===== src/hdl/qbp_pkg.sv =====
// Purpose: shared constants and types for the quasi-bidirectional port bit driver
// Assumes: one core_clk period equals one oscillator period (one phase)
// Notes: machine cycle is S1P1 .. S6P2, twelve phases, counted 0 to 11
package qbp_pkg;

  // machine-cycle timing
  localparam int unsigned PHASES_PER_CYCLE = 12;
  localparam logic [3:0] PH_CNT_RST = 4'h0;
  localparam logic [3:0] PH_LAST = 4'hB;
  localparam logic [3:0] PH_S1P1 = 4'h0;
  localparam logic [3:0] PH_S1P2 = 4'h1;
  localparam logic [3:0] PH_S5P1 = 4'h8;
  localparam logic [3:0] PH_S5P2 = 4'h9;
  localparam logic [3:0] PH_S6P2 = 4'hB;

  // boost pullup lasts two oscillator periods
  localparam logic [1:0] BOOST_PHASES = 2'h2;

  // values after reset
  localparam logic LATCH_RST = 1'b1;
  localparam logic OUT_BUF_RST = 1'b1;
  localparam logic SAMPLE_RST = 1'b1;

  // driver states, gray coded along input_low -> input_high -> forced_high
  typedef enum logic [1:0] {
    input_low_state = 2'h0,
    input_high_state = 2'h1,
    forced_high_state = 2'h3,
    output_low_state = 2'h2
  } qbp_drv_state_e;

  // steady high is electrically the same state as input high
  localparam qbp_drv_state_e steady_high_state = input_high_state;

endpackage


===== src/hdl/qbp_tim_if.sv =====
// Purpose: machine-cycle timing strobes passed from the timer to the driver logic
// Assumes: all strobes are one-phase pulses on core_clk
// Notes: phase1 is high in every phase-1 period
`timescale 1ns/1ns
interface qbp_tim_if;
  logic phase1;
  logic s1p1;
  logic s1p2;
  logic s5p1;
  logic s5p2;
  logic s6p2;

  modport gen (output phase1, output s1p1, output s1p2, output s5p1, output s5p2, output s6p2);
  modport use_side (input phase1, input s1p1, input s1p2, input s5p1, input s5p2, input s6p2);
endinterface


===== src/hdl/qbp_mc_timer.sv =====
// Purpose: divides the oscillator clock into six states of two phases
// Assumes: sys_rst synchronous, active high
// Notes: first cycle after reset release is S1P1
`timescale 1ns/1ns
module qbp_mc_timer (
  input wire logic core_clk,
  input wire logic sys_rst,
  qbp_tim_if.gen tim
);

  logic [3:0] ph_cnt_r;

  ////////////////////////////////////////////////////////////////////////////
  // phase counter, wraps after S6P2
  always_ff @(posedge core_clk) begin
    if (sys_rst) begin
      ph_cnt_r <= qbp_pkg::PH_CNT_RST;
    end else if (ph_cnt_r == qbp_pkg::PH_LAST) begin
      ph_cnt_r <= qbp_pkg::PH_CNT_RST;
    end else begin
      ph_cnt_r <= ph_cnt_r + 4'h1;
    end
  end

  // strobe decode, even counts are phase 1
  assign tim.phase1 = ~ph_cnt_r[0];
  assign tim.s1p1 = (ph_cnt_r == qbp_pkg::PH_S1P1);
  assign tim.s1p2 = (ph_cnt_r == qbp_pkg::PH_S1P2);
  assign tim.s5p1 = (ph_cnt_r == qbp_pkg::PH_S5P1);
  assign tim.s5p2 = (ph_cnt_r == qbp_pkg::PH_S5P2);
  assign tim.s6p2 = (ph_cnt_r == qbp_pkg::PH_S6P2);
endmodule // qbp_mc_timer


===== src/hdl/qbp_port_bit.sv =====
// Purpose: driver enables, latch timing and pin sampling for one quasi-bidirectional bit
// Assumes: latch_wr from the CPU on core_clk; pin_level and pin_high_sense are asynchronous
// Notes: enables are registered; a write is applied at the next S6P2
//
// Behaviour
// - strong pulldown is on only while the latch holds zero
// - a zero-to-one latch write gives boost pullup during S1P1 and S1P2
// - weak pullup stays on whenever the latch holds one
// - holding pullup is on only while the pin senses high or the boost pullup is on (forced high)
// - four driver states: input low, input/steady high, forced high, output low
// - writing one over one starts no boost and changes nothing
// - reset sets the latch to one, pin starts in input low state
// - a latch write takes effect at S6P2 of the cycle
// - output buffer follows the latch in phase 1, holds in phase 2
// - pin sampled once per machine cycle in state 5, phase selectable
// - edge flagged when the sample differs from the previous cycle's
// - machine cycle is twelve oscillator periods, six states of two phases
`timescale 1ns/1ns
module qbp_port_bit (
  input wire logic core_clk,
  input wire logic sys_rst,
  input wire logic latch_wr,
  input wire logic latch_wr_data,
  input wire logic sample_in_phase2,
  input wire logic pin_level,
  input wire logic pin_high_sense,
  output logic latch_rd_data,
  output logic pin_rd_data,
  output logic pin_edge,
  output logic pin_fall,
  output logic strong_pulldown,
  output logic boost_pullup,
  output logic weak_pullup,
  output logic holding_pullup,
  output qbp_pkg::qbp_drv_state_e driver_state
);

  qbp_tim_if tim ();

  logic latch_r;
  logic latch_nxt;
  logic wr_pend_r;
  logic wr_data_r;
  logic out_buf_r;
  logic out_buf_nxt;
  logic [1:0] boost_cnt_r;
  logic [1:0] boost_cnt_nxt;
  logic sense_s1_r;
  logic sense_s2_r;
  logic pin_s1_r;
  logic pin_s2_r;
  logic sample_r;
  logic edge_r;
  logic fall_r;
  logic sample_now;
  qbp_pkg::qbp_drv_state_e state_r;
  qbp_pkg::qbp_drv_state_e state_nxt;

  // map a driver state to its four enables {pulldown, boost, weak, holding}
  function automatic logic [3:0] drv_enables(input qbp_pkg::qbp_drv_state_e st);
    unique case (st)
      qbp_pkg::input_low_state: drv_enables = 4'h2;
      qbp_pkg::input_high_state: drv_enables = 4'h3;
      qbp_pkg::forced_high_state: drv_enables = 4'h7;
      qbp_pkg::output_low_state: drv_enables = 4'h8;
    endcase
  endfunction

  qbp_mc_timer u_timer (
    .core_clk(core_clk),
    .sys_rst(sys_rst),
    .tim(tim)
  );

  ////////////////////////////////////////////////////////////////////////////
  // write request held until S6P2 so a write in any phase is not lost
  always_ff @(posedge core_clk) begin
    if (sys_rst) begin
      wr_pend_r <= 1'b0;
      wr_data_r <= qbp_pkg::LATCH_RST;
    end else if (latch_wr && !tim.s6p2) begin
      wr_pend_r <= 1'b1;
      wr_data_r <= latch_wr_data;
    end else if (tim.s6p2) begin
      wr_pend_r <= 1'b0;
    end
  end

  // new latch value lands only at S6P2; a same-cycle write beats the held one
  always_comb begin
    latch_nxt = latch_r;
    if (tim.s6p2) begin
      if (latch_wr) begin
        latch_nxt = latch_wr_data;
      end else if (wr_pend_r) begin
        latch_nxt = wr_data_r;
      end
    end
  end

  // latch is one after reset so the pin comes up as an input
  always_ff @(posedge core_clk) begin
    if (sys_rst) begin
      latch_r <= qbp_pkg::LATCH_RST;
    end else begin
      latch_r <= latch_nxt;
    end
  end

  ////////////////////////////////////////////////////////////////////////////
  // output buffer loads at the edge into a phase-1 period, holds through phase 2
  assign out_buf_nxt = tim.phase1 ? out_buf_r : latch_nxt;

  always_ff @(posedge core_clk) begin
    if (sys_rst) begin
      out_buf_r <= qbp_pkg::OUT_BUF_RST;
    end else begin
      out_buf_r <= out_buf_nxt;
    end
  end

  // boost armed only by a real zero-to-one latch change, old vs new value
  always_comb begin
    boost_cnt_nxt = (boost_cnt_r != 2'h0) ? boost_cnt_r - 2'h1 : 2'h0;
    if (tim.s6p2 && !latch_r && latch_nxt) begin
      boost_cnt_nxt = qbp_pkg::BOOST_PHASES;
    end
  end

  always_ff @(posedge core_clk) begin
    if (sys_rst) begin
      boost_cnt_r <= 2'h0;
    end else begin
      boost_cnt_r <= boost_cnt_nxt;
    end
  end

  ////////////////////////////////////////////////////////////////////////////
  // two-flop synchronisers for the asynchronous pin signals
  always_ff @(posedge core_clk) begin
    if (sys_rst) begin
      sense_s1_r <= 1'b0;
      sense_s2_r <= 1'b0;
      pin_s1_r <= 1'b0;
      pin_s2_r <= 1'b0;
    end else begin
      sense_s1_r <= pin_high_sense;
      sense_s2_r <= sense_s1_r;
      pin_s1_r <= pin_level;
      pin_s2_r <= pin_s1_r;
    end
  end

  // driver state follows next buffer value; pulldown case overrides all pullups
  always_comb begin
    if (!out_buf_nxt) begin
      state_nxt = qbp_pkg::output_low_state;
    end else if (boost_cnt_nxt != 2'h0) begin
      state_nxt = qbp_pkg::forced_high_state;
    end else if (sense_s2_r) begin
      state_nxt = qbp_pkg::steady_high_state;
    end else begin
      state_nxt = qbp_pkg::input_low_state;
    end
  end

  always_ff @(posedge core_clk) begin
    if (sys_rst) begin
      state_r <= qbp_pkg::input_low_state;
    end else begin
      state_r <= state_nxt;
    end
  end

  // enables decoded from the state register, glitch free at the pins
  assign {strong_pulldown, boost_pullup, weak_pullup, holding_pullup} =
    drv_enables(state_r);
  assign driver_state = state_r;
  assign latch_rd_data = latch_r;

  ////////////////////////////////////////////////////////////////////////////
  // one sample per machine cycle in state 5; phase picked by alternate function
  assign sample_now = sample_in_phase2 ? tim.s5p2 : tim.s5p1;

  // pulses shorter than a machine cycle can slip between samples
  always_ff @(posedge core_clk) begin
    if (sys_rst) begin
      sample_r <= qbp_pkg::SAMPLE_RST;
      edge_r <= 1'b0;
      fall_r <= 1'b0;
    end else if (sample_now) begin
      sample_r <= pin_s2_r;
      edge_r <= (pin_s2_r != sample_r);
      fall_r <= sample_r && !pin_s2_r;
    end else begin
      edge_r <= 1'b0;
      fall_r <= 1'b0;
    end
  end

  assign pin_rd_data = sample_r;
  assign pin_edge = edge_r;
  assign pin_fall = fall_r;
endmodule // qbp_port_bit


===== config.mk =====
export PLATFORM = sky130hd
export DESIGN_NAME = qbp_port_bit
export DESIGN_NICKNAME = d
export VERILOG_FILES = /design/src/hdl/qbp_pkg.sv /design/src/hdl/qbp_tim_if.sv /design/src/hdl/qbp_mc_timer.sv /design/src/hdl/qbp_port_bit.sv
export SDC_FILE = /design/constraint.sdc
export NUM_CORES = 1
export LEC_CHECK = 0
export BUFFER_PORTS_ARGS = -buffer_cell sky130_fd_sc_hd__buf_2
export CORE_MARGIN = 4
export CORE_UTILIZATION = 50
export DETAILED_ROUTE_END_ITERATION = 6
export PLACE_DENSITY = 0.75
export SYNTH_ARGS = -nofsm -noshare
export SYNTH_HDL_FRONTEND = slang
export SYNTH_SLANG_ARGS = --single-unit

===== constraint.sdc =====
create_clock -name core_clk -period 3.6 [get_ports core_clk]
set_input_delay 0.72 -clock core_clk [delete_from_list [all_inputs] [get_ports core_clk]]
set_output_delay 0.72 -clock core_clk [all_outputs]
set_load 0.005 [all_outputs]

Word-level counts from Yosys, hierarchy flattened
Cells that the tools add are included.
{"block": "totals", "register_bits": 19, "inputBits": 7, "output_inout_bits": 10, "word_cells": 53}
{"block": "classes", "n_addsub": 2, "eq_ne": 7, "n_mux": 13, "n_bitwise": 2, "n_reduce_logical": 14}
{"cell": "$pmux 4 s4", "n": 1}
{"cell": "$eq 4x4->1 const B", "n": 3}
{"cell": "$mux 1", "n": 8}
{"cell": "$mux 2", "n": 4}
{"cell": "$reduce_bool 2->1", "n": 3}
{"cell": "$reduce_or 2->1", "n": 3}
{"cell": "$add 4x1->4 const B", "n": 1}
{"cell": "$eq 2x2->1 const B", "n": 2}
{"cell": "$logic_and 1x1->1", "n": 4}
{"cell": "$logic_not 1->1", "n": 3}
{"cell": "$eq 2x1->1 const B", "n": 1}
{"cell": "$logic_not 2->1", "n": 1}
{"cell": "$not 1->1", "n": 2}
{"cell": "$sub 2x1->2 const B", "n": 1}
{"cell": "$ne 1x1->1", "n": 1}

Longest topological paths before layout
Gate-level depths: netlist of run 1.
{"block": "depth", "depth_word": 8, "depth_mapped": 6, "ltp_nobuf": 5}

Cells and area by module
From an unflattened synthesis of run 1, not the netlist that was laid out.
{"block": "unflattened", "cells_unflattened": 80, "hier_area_um2": 808.3}
{"module": "qbp_port_bit", "instances": 1, "cells_each": 56, "area_each_um2": 565.5, "seq_area_each_um2": 300.3}
{"module": "qbp_mc_timer", "instances": 1, "cells_each": 24, "area_each_um2": 242.7, "seq_area_each_um2": 80.1}

Worst setup path after synthesis of run 1
No wires, ideal clock.
{"block": "synth_path", "kind": "input to register", "from": "input latch_wr", "to": "register state_r[0] (netlist: driver_state[0])", "setup_ns": 0.122, "arrival_ns": 1.388, "t_required_ns": 3.478, "slack_ns": 2.090, "cell_stages": 3, "n_path_buf": 0, "path_cell_list": "or2b_1 -> o2111a_2 -> o311a_1"}
{"block": "synth_via", "elab_chain_cells": 6, "word_cells_on_any_way": 9, "cone_classes": "mux: 5; bitwise: 1; reduce/logical: 3"}
{"item": "from (decl)", "line_no": "qbp_port_bit.sv:22", "rtl": "input wire logic latch_wr,"}
{"item": "$mux 1 (*)", "line_no": "qbp_port_bit.sv:93", "rtl": "if (latch_wr) begin"}
{"item": "$mux 1 (*)", "line_no": "qbp_port_bit.sv:92", "rtl": "if (tim.s6p2) begin"}
{"item": "$logic_and 1x1->1", "line_no": "qbp_port_bit.sv:125", "rtl": "if (tim.s6p2 && !latch_r && latch_nxt) begin"}
{"item": "$mux 2", "line_no": "qbp_port_bit.sv:125"}
{"item": "$reduce_bool 2->1", "line_no": "qbp_port_bit.sv:158", "rtl": "end else if (boost_cnt_nxt != 2'h0) begin"}
{"item": "$mux 2", "line_no": "qbp_port_bit.sv:158"}
{"item": "to (signal assigned)", "line_no": "qbp_port_bit.sv:169", "rtl": "state_r <= qbp_pkg::input_low_state;"}
{"item": "to (signal assigned)", "line_no": "qbp_port_bit.sv:171", "rtl": "state_r <= state_nxt;"}
{"item": "to (decl)", "line_no": "qbp_port_bit.sv:56", "rtl": "qbp_pkg::qbp_drv_state_e state_r;"}
Mark *: on every way between the ends. The rest lies on a longest branch, timed or not.
A chain may end at the register's enable or synchronous reset.

Final worst setup path of run 1
{"block": "layout_path", "from": "register state_r[1] (netlist: driver_state[1])", "to": "output weak_pullup"}
{"block": "layout_via", "elab_chain_cells": 2, "word_cells_on_any_way": 5, "cone_classes": "eq/ne: 3; mux: 1; reduce/logical: 1"}
{"item": "$eq 2x2->1 (tied with other cells)", "line_no": "qbp_port_bit.sv:61", "rtl": "unique case (st)"}
{"item": "$pmux 4 s4 (*)", "line_no": "qbp_port_bit.sv:61"}
{"item": "to (decl)", "line_no": "qbp_port_bit.sv:33", "rtl": "output logic weak_pullup,"}
Marks and branches as above.

==> results of run 1 <==
[worst paths after layout]
check | startpoint | end | depth (start not counted)
max | driver_state[1]$_SDFF_PP0_ | weak_pullup | 3
min | boost_cnt_r[0]$_SDFF_PP0_ | boost_cnt_r[0]$_SDFF_PP0_ | 1
max reg2reg | u_timer.ph_cnt_r[0]$_SDFF_PP0_ | driver_state[0]$_SDFF_PP0_ | 5
min reg2reg | boost_cnt_r[0]$_SDFF_PP0_ | boost_cnt_r[0]$_SDFF_PP0_ | 1
[power by group through the flow]
stage | Combinational [mW] | Clock [mW] | Sequential, mW
6_report | 0.0295 | 0.104 | 0.224
4_1_cts | 0.0299 | 0.108 | 0.224
5_1_grt | 0.0335 | 0.122 | 0.226
3_3_place_gp | 0.0286 | 0 | 0.229
2_1_floorplan | 0.0194 | 0 | 0.228
3_5_place_dp | 0.0295 | 0 | 0.229
[critical path, stage by stage, from the launching register on]
cell and delay [ns]:
dfxtp_1 0.34, nor2b_1 0.15, inv_1 0.05, buf_2 0.12
[cell families (layout without fill, tap and decap cells)]
logic type,Yosys count,count (layout),synth area share
adder cells (fa/ha/maj),2,2,0.03401
AO/OA/AOI/OAI,10,10,0.1054
buffers and inverters,8,25,0.04252
XOR/XNOR,2,2,0.02381
multiplexers,2,2,0.03401
flip-flops,19,19,0.5170
AND/OR/NAND/NOR,32,32,0.2432
[per-layer routing]
layer | routed length, µm | GRT usage
met3 | 59 | 0.05078
met1 | 568 | 0.1667
met5 | 0 | 0
met2 | 555 | 0.2170
met4 | 24 | 0.1193
[cell type report]
| class | count | area share |
|---|---|---|
| Multi-Input combinational cell | 48 | 0.3814 |
| Timing Repair Buffer | 16 | 0.09426 |
| Sequential cell | 19 | 0.4477 |
| Inverter | 5 | 0.02209 |
| Clock inverter | 1 | 0.005891 |
| Clock buffer | 3 | 0.02651 |
| Tap cell | 15 | 0.02209 |
[placed cells by master, fill, tap and decap left out]
cell type / count
mux2_4: 1
a21oi_1: 3
nor2b_1: 5
o2111a_2: 1
dfxtp_1: 19
clkbuf_4: 3
mux2i_1: 1
o21ai_2: 1
nand2b_1: 2
nor4b_2: 1
inv_1: 5
and3b_1: 1
nor3_1: 3
clkinv_2: 1
xor2_1: 1
and2_1: 1
o211ai_1: 3
or2b_1: 1
o311a_1: 1
nor3b_1: 1
nand3b_1: 1
nor2_1: 7
or3_1: 1
xnor2_1: 1
and3_1: 1
nand3_1: 2
buf_2: 16
ha_1: 2
nand2_1: 5
a2bb2oi_1: 1
==> impl_metrics.yaml, run 1 <==
outcome:
  status: "completed"
detailed_routing:
  vias: 555
  drt_iter0_drc: 7
  dr.pass1.iters: 4
  drc_errors: 0
  ant_nets: 0
  routed_via_density: 5.187
  postRouteWirelength_um: 1206
  routedWlPerCell_um: 11.27
setup_path:
  cp_max_fo: 3
  critPathLaunchType: "flip-flop"
  rrSetupSlack_ns: 2.00
  endpoint_kind: "output pin"
  critPathKind: "flip-flop to output pin"
  cp.arrival_ns: 0.94
  critPathRequiredTime_ns: 2.88
clocking:
  cts_setup_buffers: 0
  cts_tree: "yes"
  ctsLongestPathBuffers: 2
  cts_hold_buffers: 0
  cts_root_buffer: "clkbuf_4"
  clk_pin_slew_worst_paths_ns: 0.11
  clock_latency_ns: 0.29
  cts_buffers: 3
  cts_sinks: 19
  ctsResizeCount: 0
  cts_max_level: 1
placement:
  place_ws_ns: 1.899
  routabilityCongestion: 0.7525
  dp_hpwl_um: 909.9
  io_buffer_count: 16
  dpl.cell_count: 103
  postPlaceCellArea_um2: 822.0
synth:
  ys_warn_count: 0
  synth.most_common_cell: "dfxtp_1"
  yosys.area.top_type: "dfxtp_1"
  synthFlopType: "dfxtp_1"
  synth_seq_cells: 19
  synth-edff-count: 0
  synth_cell_type_count: 29
  syn_nets: 84
  synth_common_cells: "dfxtp_1 (19), nor2_1 (7), inv_1 (5), nand2_1 (5), nor2b_1 (5)"
  avgSynthCellArea_um2: 9.809
  syn_area_um2: 735.7
  synthArstFlopShare: 0
  synth_area_leaders: "dfxtp_1 (52%), nor2b_1 (4.3%), nor2_1 (3.6%)"
  yosysSeqAreaShare: 0.5170
  postSynthCellCount: 75
  synth_top_area_share: 0.5170
finish:
  regMostFlops: "u_timer.ph_cnt_r"
  fin_area_um2: 849.6
  multi_input_area_um2: 324.1
  diodes: 0
  nNetsFinal: 102
  num-fill-cells: 115
  largest_reg_flops: 4
  fin_cells: 107
  area_growth_pct: 15.48
  fin_util: 0.6293
  drive_gt1_frac: 0.2609
  seq_area_um2: 380.4
power_and_ir_drop:
  p_seq_frac: 0.626
  swShare: 0.2314
  power_frac_clock: 0.291
  leakagePower_nw: 0.3951
  total_power_mw: 0.3577
  power.density_nw_per_um2: 421.1
  power_frac_comb: 0.082
  p_switching_mw: 0.08280
  ir_worst_vdd_uv: 268.8
  p_int_mw: 0.2749
floorplan:
  fp-row-count: 13
  io_pins: 17
  dieHeight_um: 46.36
  die_w_um: 46.36
  core-area_um2: 1350
  start_util: 0.5449
  die-area_um2: 2149
sta:
  post-route-period-util: 0.4623
  worstMarginPinSlew_ns: 0.2746
  setup_tns_ns: 0
  rsz0062_at_grt: "false"
  skew_ns: 0.003842
  worst_slack_ns: 1.936
  slew-limit-headroom: 0.8161
  timing.final.hold_violations: 0
  finalSetupViolations: 0
  fmax_ghz: 0.6009
  layout_min_cycle_time_ns: 1.664
  maxSlewViolCount: 0
  holdWs_ns: 0.4434
global_route:
  grt_max_degree: 15
  overflow: 0
  first_global_vias: 511
  grt_pass1_wl_um: 2097
  track_usage: 0.1464
  antenna_found_initial: 0
min_path:
  holdCritPathClass: "flip-flop to flip-flop"
job:
  maxCapViolations: 0
Note: power is estimated with default switching activity, not from simulation.
==> run 2, diff against run 1 <==
Settings changed: ABC_AREA from default to 1, CORE_UTILIZATION 50 to 45, PLACE_DENSITY 0.75 to 0.71.
Clock period 3.6 ns to 1.4 ns, I/O delays scaled along.
==> impl_metrics.yaml, run 2 <==
sta:
  fmax_ghz: 0.8082
  setup_tns_ns: 0
  slew-limit-headroom: 0.8785
  maxSlewViolCount: 0
  worstMarginPinSlew_ns: 0.1823
  finalSetupViolations: 0
  skew_ns: 0.004999
  timing.final.hold_violations: 0
  layout_min_cycle_time_ns: 1.237
  worst_slack_ns: 0.1627
  post-route-period-util: 0.8838
  rsz0062_at_grt: "false"
power_and_ir_drop:
  ir_worst_vdd_uv: 625.5
  power.density_nw_per_um2: 1046
  leakagePower_nw: 0.4603
floorplan:
  die-area_um2: 2376
  io_pins: 17
  start_util: 0.4846
  fp-row-count: 14
  die_w_um: 48.74
  core-area_um2: 1541
  dieHeight_um: 48.74
clocking:
  ctsLongestPathBuffers: 2
  cts_tree: "yes"
  cts_hold_buffers: 0
  clk_pin_slew_worst_paths_ns: 0.11
  cts_buffers: 3
  cts_root_buffer: "clkbuf_4"
  cts_setup_buffers: 0
  cts_sinks: 19
  ctsResizeCount: 0
  clock_latency_ns: 0.30
  cts_max_level: 1
synth:
  syn_area_um2: 747.0
  avgSynthCellArea_um2: 7.781
  synth_top_area_share: 0.5092
  synth_area_leaders: "dfxtp_1 (51%), inv_1 (9.5%), nand2_1 (7.0%)"
  synth_common_cells: "dfxtp_1 (19), inv_1 (19), nand2_1 (14)"
  synth_seq_cells: 19
  synth_cell_type_count: 20
  yosys.area.top_type: "dfxtp_1"
  synth-edff-count: 0
  synthFlopType: "dfxtp_1"
  ys_warn_count: 0
  yosysSeqAreaShare: 0.5092
  synthArstFlopShare: 0
  postSynthCellCount: 96
  syn_nets: 105
placement:
  routabilityCongestion: 0.7036
  io_buffer_count: 16
  dpl.cell_count: 127
  dp_hpwl_um: 1030
  postPlaceCellArea_um2: 845.8
  place_ws_ns: 0.2477
setup_path:
  critPathRequiredTime_ns: 1.12
  rrSetupSlack_ns: 0.25
  endpoint_kind: "output pin"
  cp_max_fo: 3
  critPathLaunchType: "flip-flop"
  critPathKind: "flip-flop to output pin"
  cp.arrival_ns: 0.96
detailed_routing:
  drc_errors: 0
  drt_iter0_drc: 10
  routed_via_density: 4.595
  routedWlPerCell_um: 9.954
  vias: 602
  postRouteWirelength_um: 1304
  dr.pass1.iters: 4
  ant_nets: 0
global_route:
  track_usage: 0.1290
  first_global_vias: 552
  grt_pass1_wl_um: 2435
  antenna_found_initial: 0
  grt_max_degree: 12
  overflow: 0
finish:
  drive_gt1_frac: 0.2783
  final_cell_mix: "inv_1 (19), dfxtp_1 (19), buf_2 (16)"
  seq_area_um2: 380.4
  nNetsFinal: 125
  fin_area_um2: 873.3
  multi_input_area_um2: 275.3
  fin_cells: 131
  largest_reg_flops: 4
  regMostFlops: "u_timer.ph_cnt_r"
  num-fill-cells: 155
  diodes: 0
  area_growth_pct: 16.92
outcome:
  status: "completed"
min_path:
  holdCritPathClass: "input pin to flip-flop"
job:
  maxCapViolations: 0
==> run 2: cell count changes after synthesis, sizes merged, moves of 2 or more <==
| cell | before | now |
|---|---|---|
| inv | 5 | 22 |
| nand3 | 2 | 6 |
| nor3 | 3 | 1 |
| nand2 | 5 | 19 |
| nor2 | 7 | 13 |
| nand2b | 2 | 0 |
| nor2b | 5 | 0 |
| o211ai | 3 | 0 |
| a21oi | 3 | 5 |
==> run 2: where the power goes <==
group          total [mW]  leakage, nW  internal (mW)  switching (mW)
sequential          0.567        0.155          0.558         0.00903
clock               0.277       0.0177          0.107           0.170
combinational      0.0695        0.287         0.0287          0.0408
total               0.913        0.460          0.694           0.220
==> run 2: cell type report <==
type | instances | share of cell area
Inverter | 22 | 0.09456
Clock buffer | 3 | 0.02579
Sequential cell | 19 | 0.4355
Tap cell | 16 | 0.02292
Multi-Input combinational cell | 53 | 0.3152
Timing Repair Buffer | 17 | 0.1003
Clock inverter | 1 | 0.005731
==> run 2: worst max-delay path: stages (launching register included) <==
cell and delay (ns):
dfxtp_1 0.35, inv_1 0.05, nor2_1 0.10, inv_1 0.04, buf_2 0.12
==> run 2: kinds of logic (layout without fill, tap and decap cells) <==
family          count (synthesis)  count (layout)  synth area share
buf+inv                        24              43            0.1223
compound gates                  9               9           0.06533
simple gates                   41              41            0.2580
fa+ha+maj                       2               2           0.03350
flops                          19              19            0.5092
xor+xnor                        1               1           0.01173
==> run 2: routing by layer <==
metal  global-route usage  vias up  share of wire
met1               0.1566      261           0.45
met3              0.02147        2          0.051
li1                     -      324              -
met5                    0        -              0
met4              0.08072        0          0.023
met2               0.2087       15           0.48
==> run 2: final timing paths <==
kind | from | depth (start not counted) | to
setup / recovery | driver_state[1]$_SDFF_PP0_ | 4 | weak_pullup
hold / removal | pin_high_sense | 3 | sense_s1_r$_SDFF_PP0_
setup reg to reg | u_timer.ph_cnt_r[0]$_SDFF_PP0_ | 8 | out_buf_r$_SDFF_PP1_
hold reg to reg | sense_s1_r$_SDFF_PP0_ | 2 | sense_s2_r$_SDFF_PP0_
==> run 2: per-stage QoR <==
stage | power, mW | util | hold slack, ns
final | 0.9135 | 0.5666 | 0.1687
after global routing | 0.9768 | 0.5666 | 0.1523
after CTS | 0.9323 | 0.5666 | 0.1558
after detailed placement | 0.6501 | 0.5487 | 0.4061
after global placement | 0.6462 | 0.5487 | 0.3886
after floorplan | 0.6252 | - | 0.3870
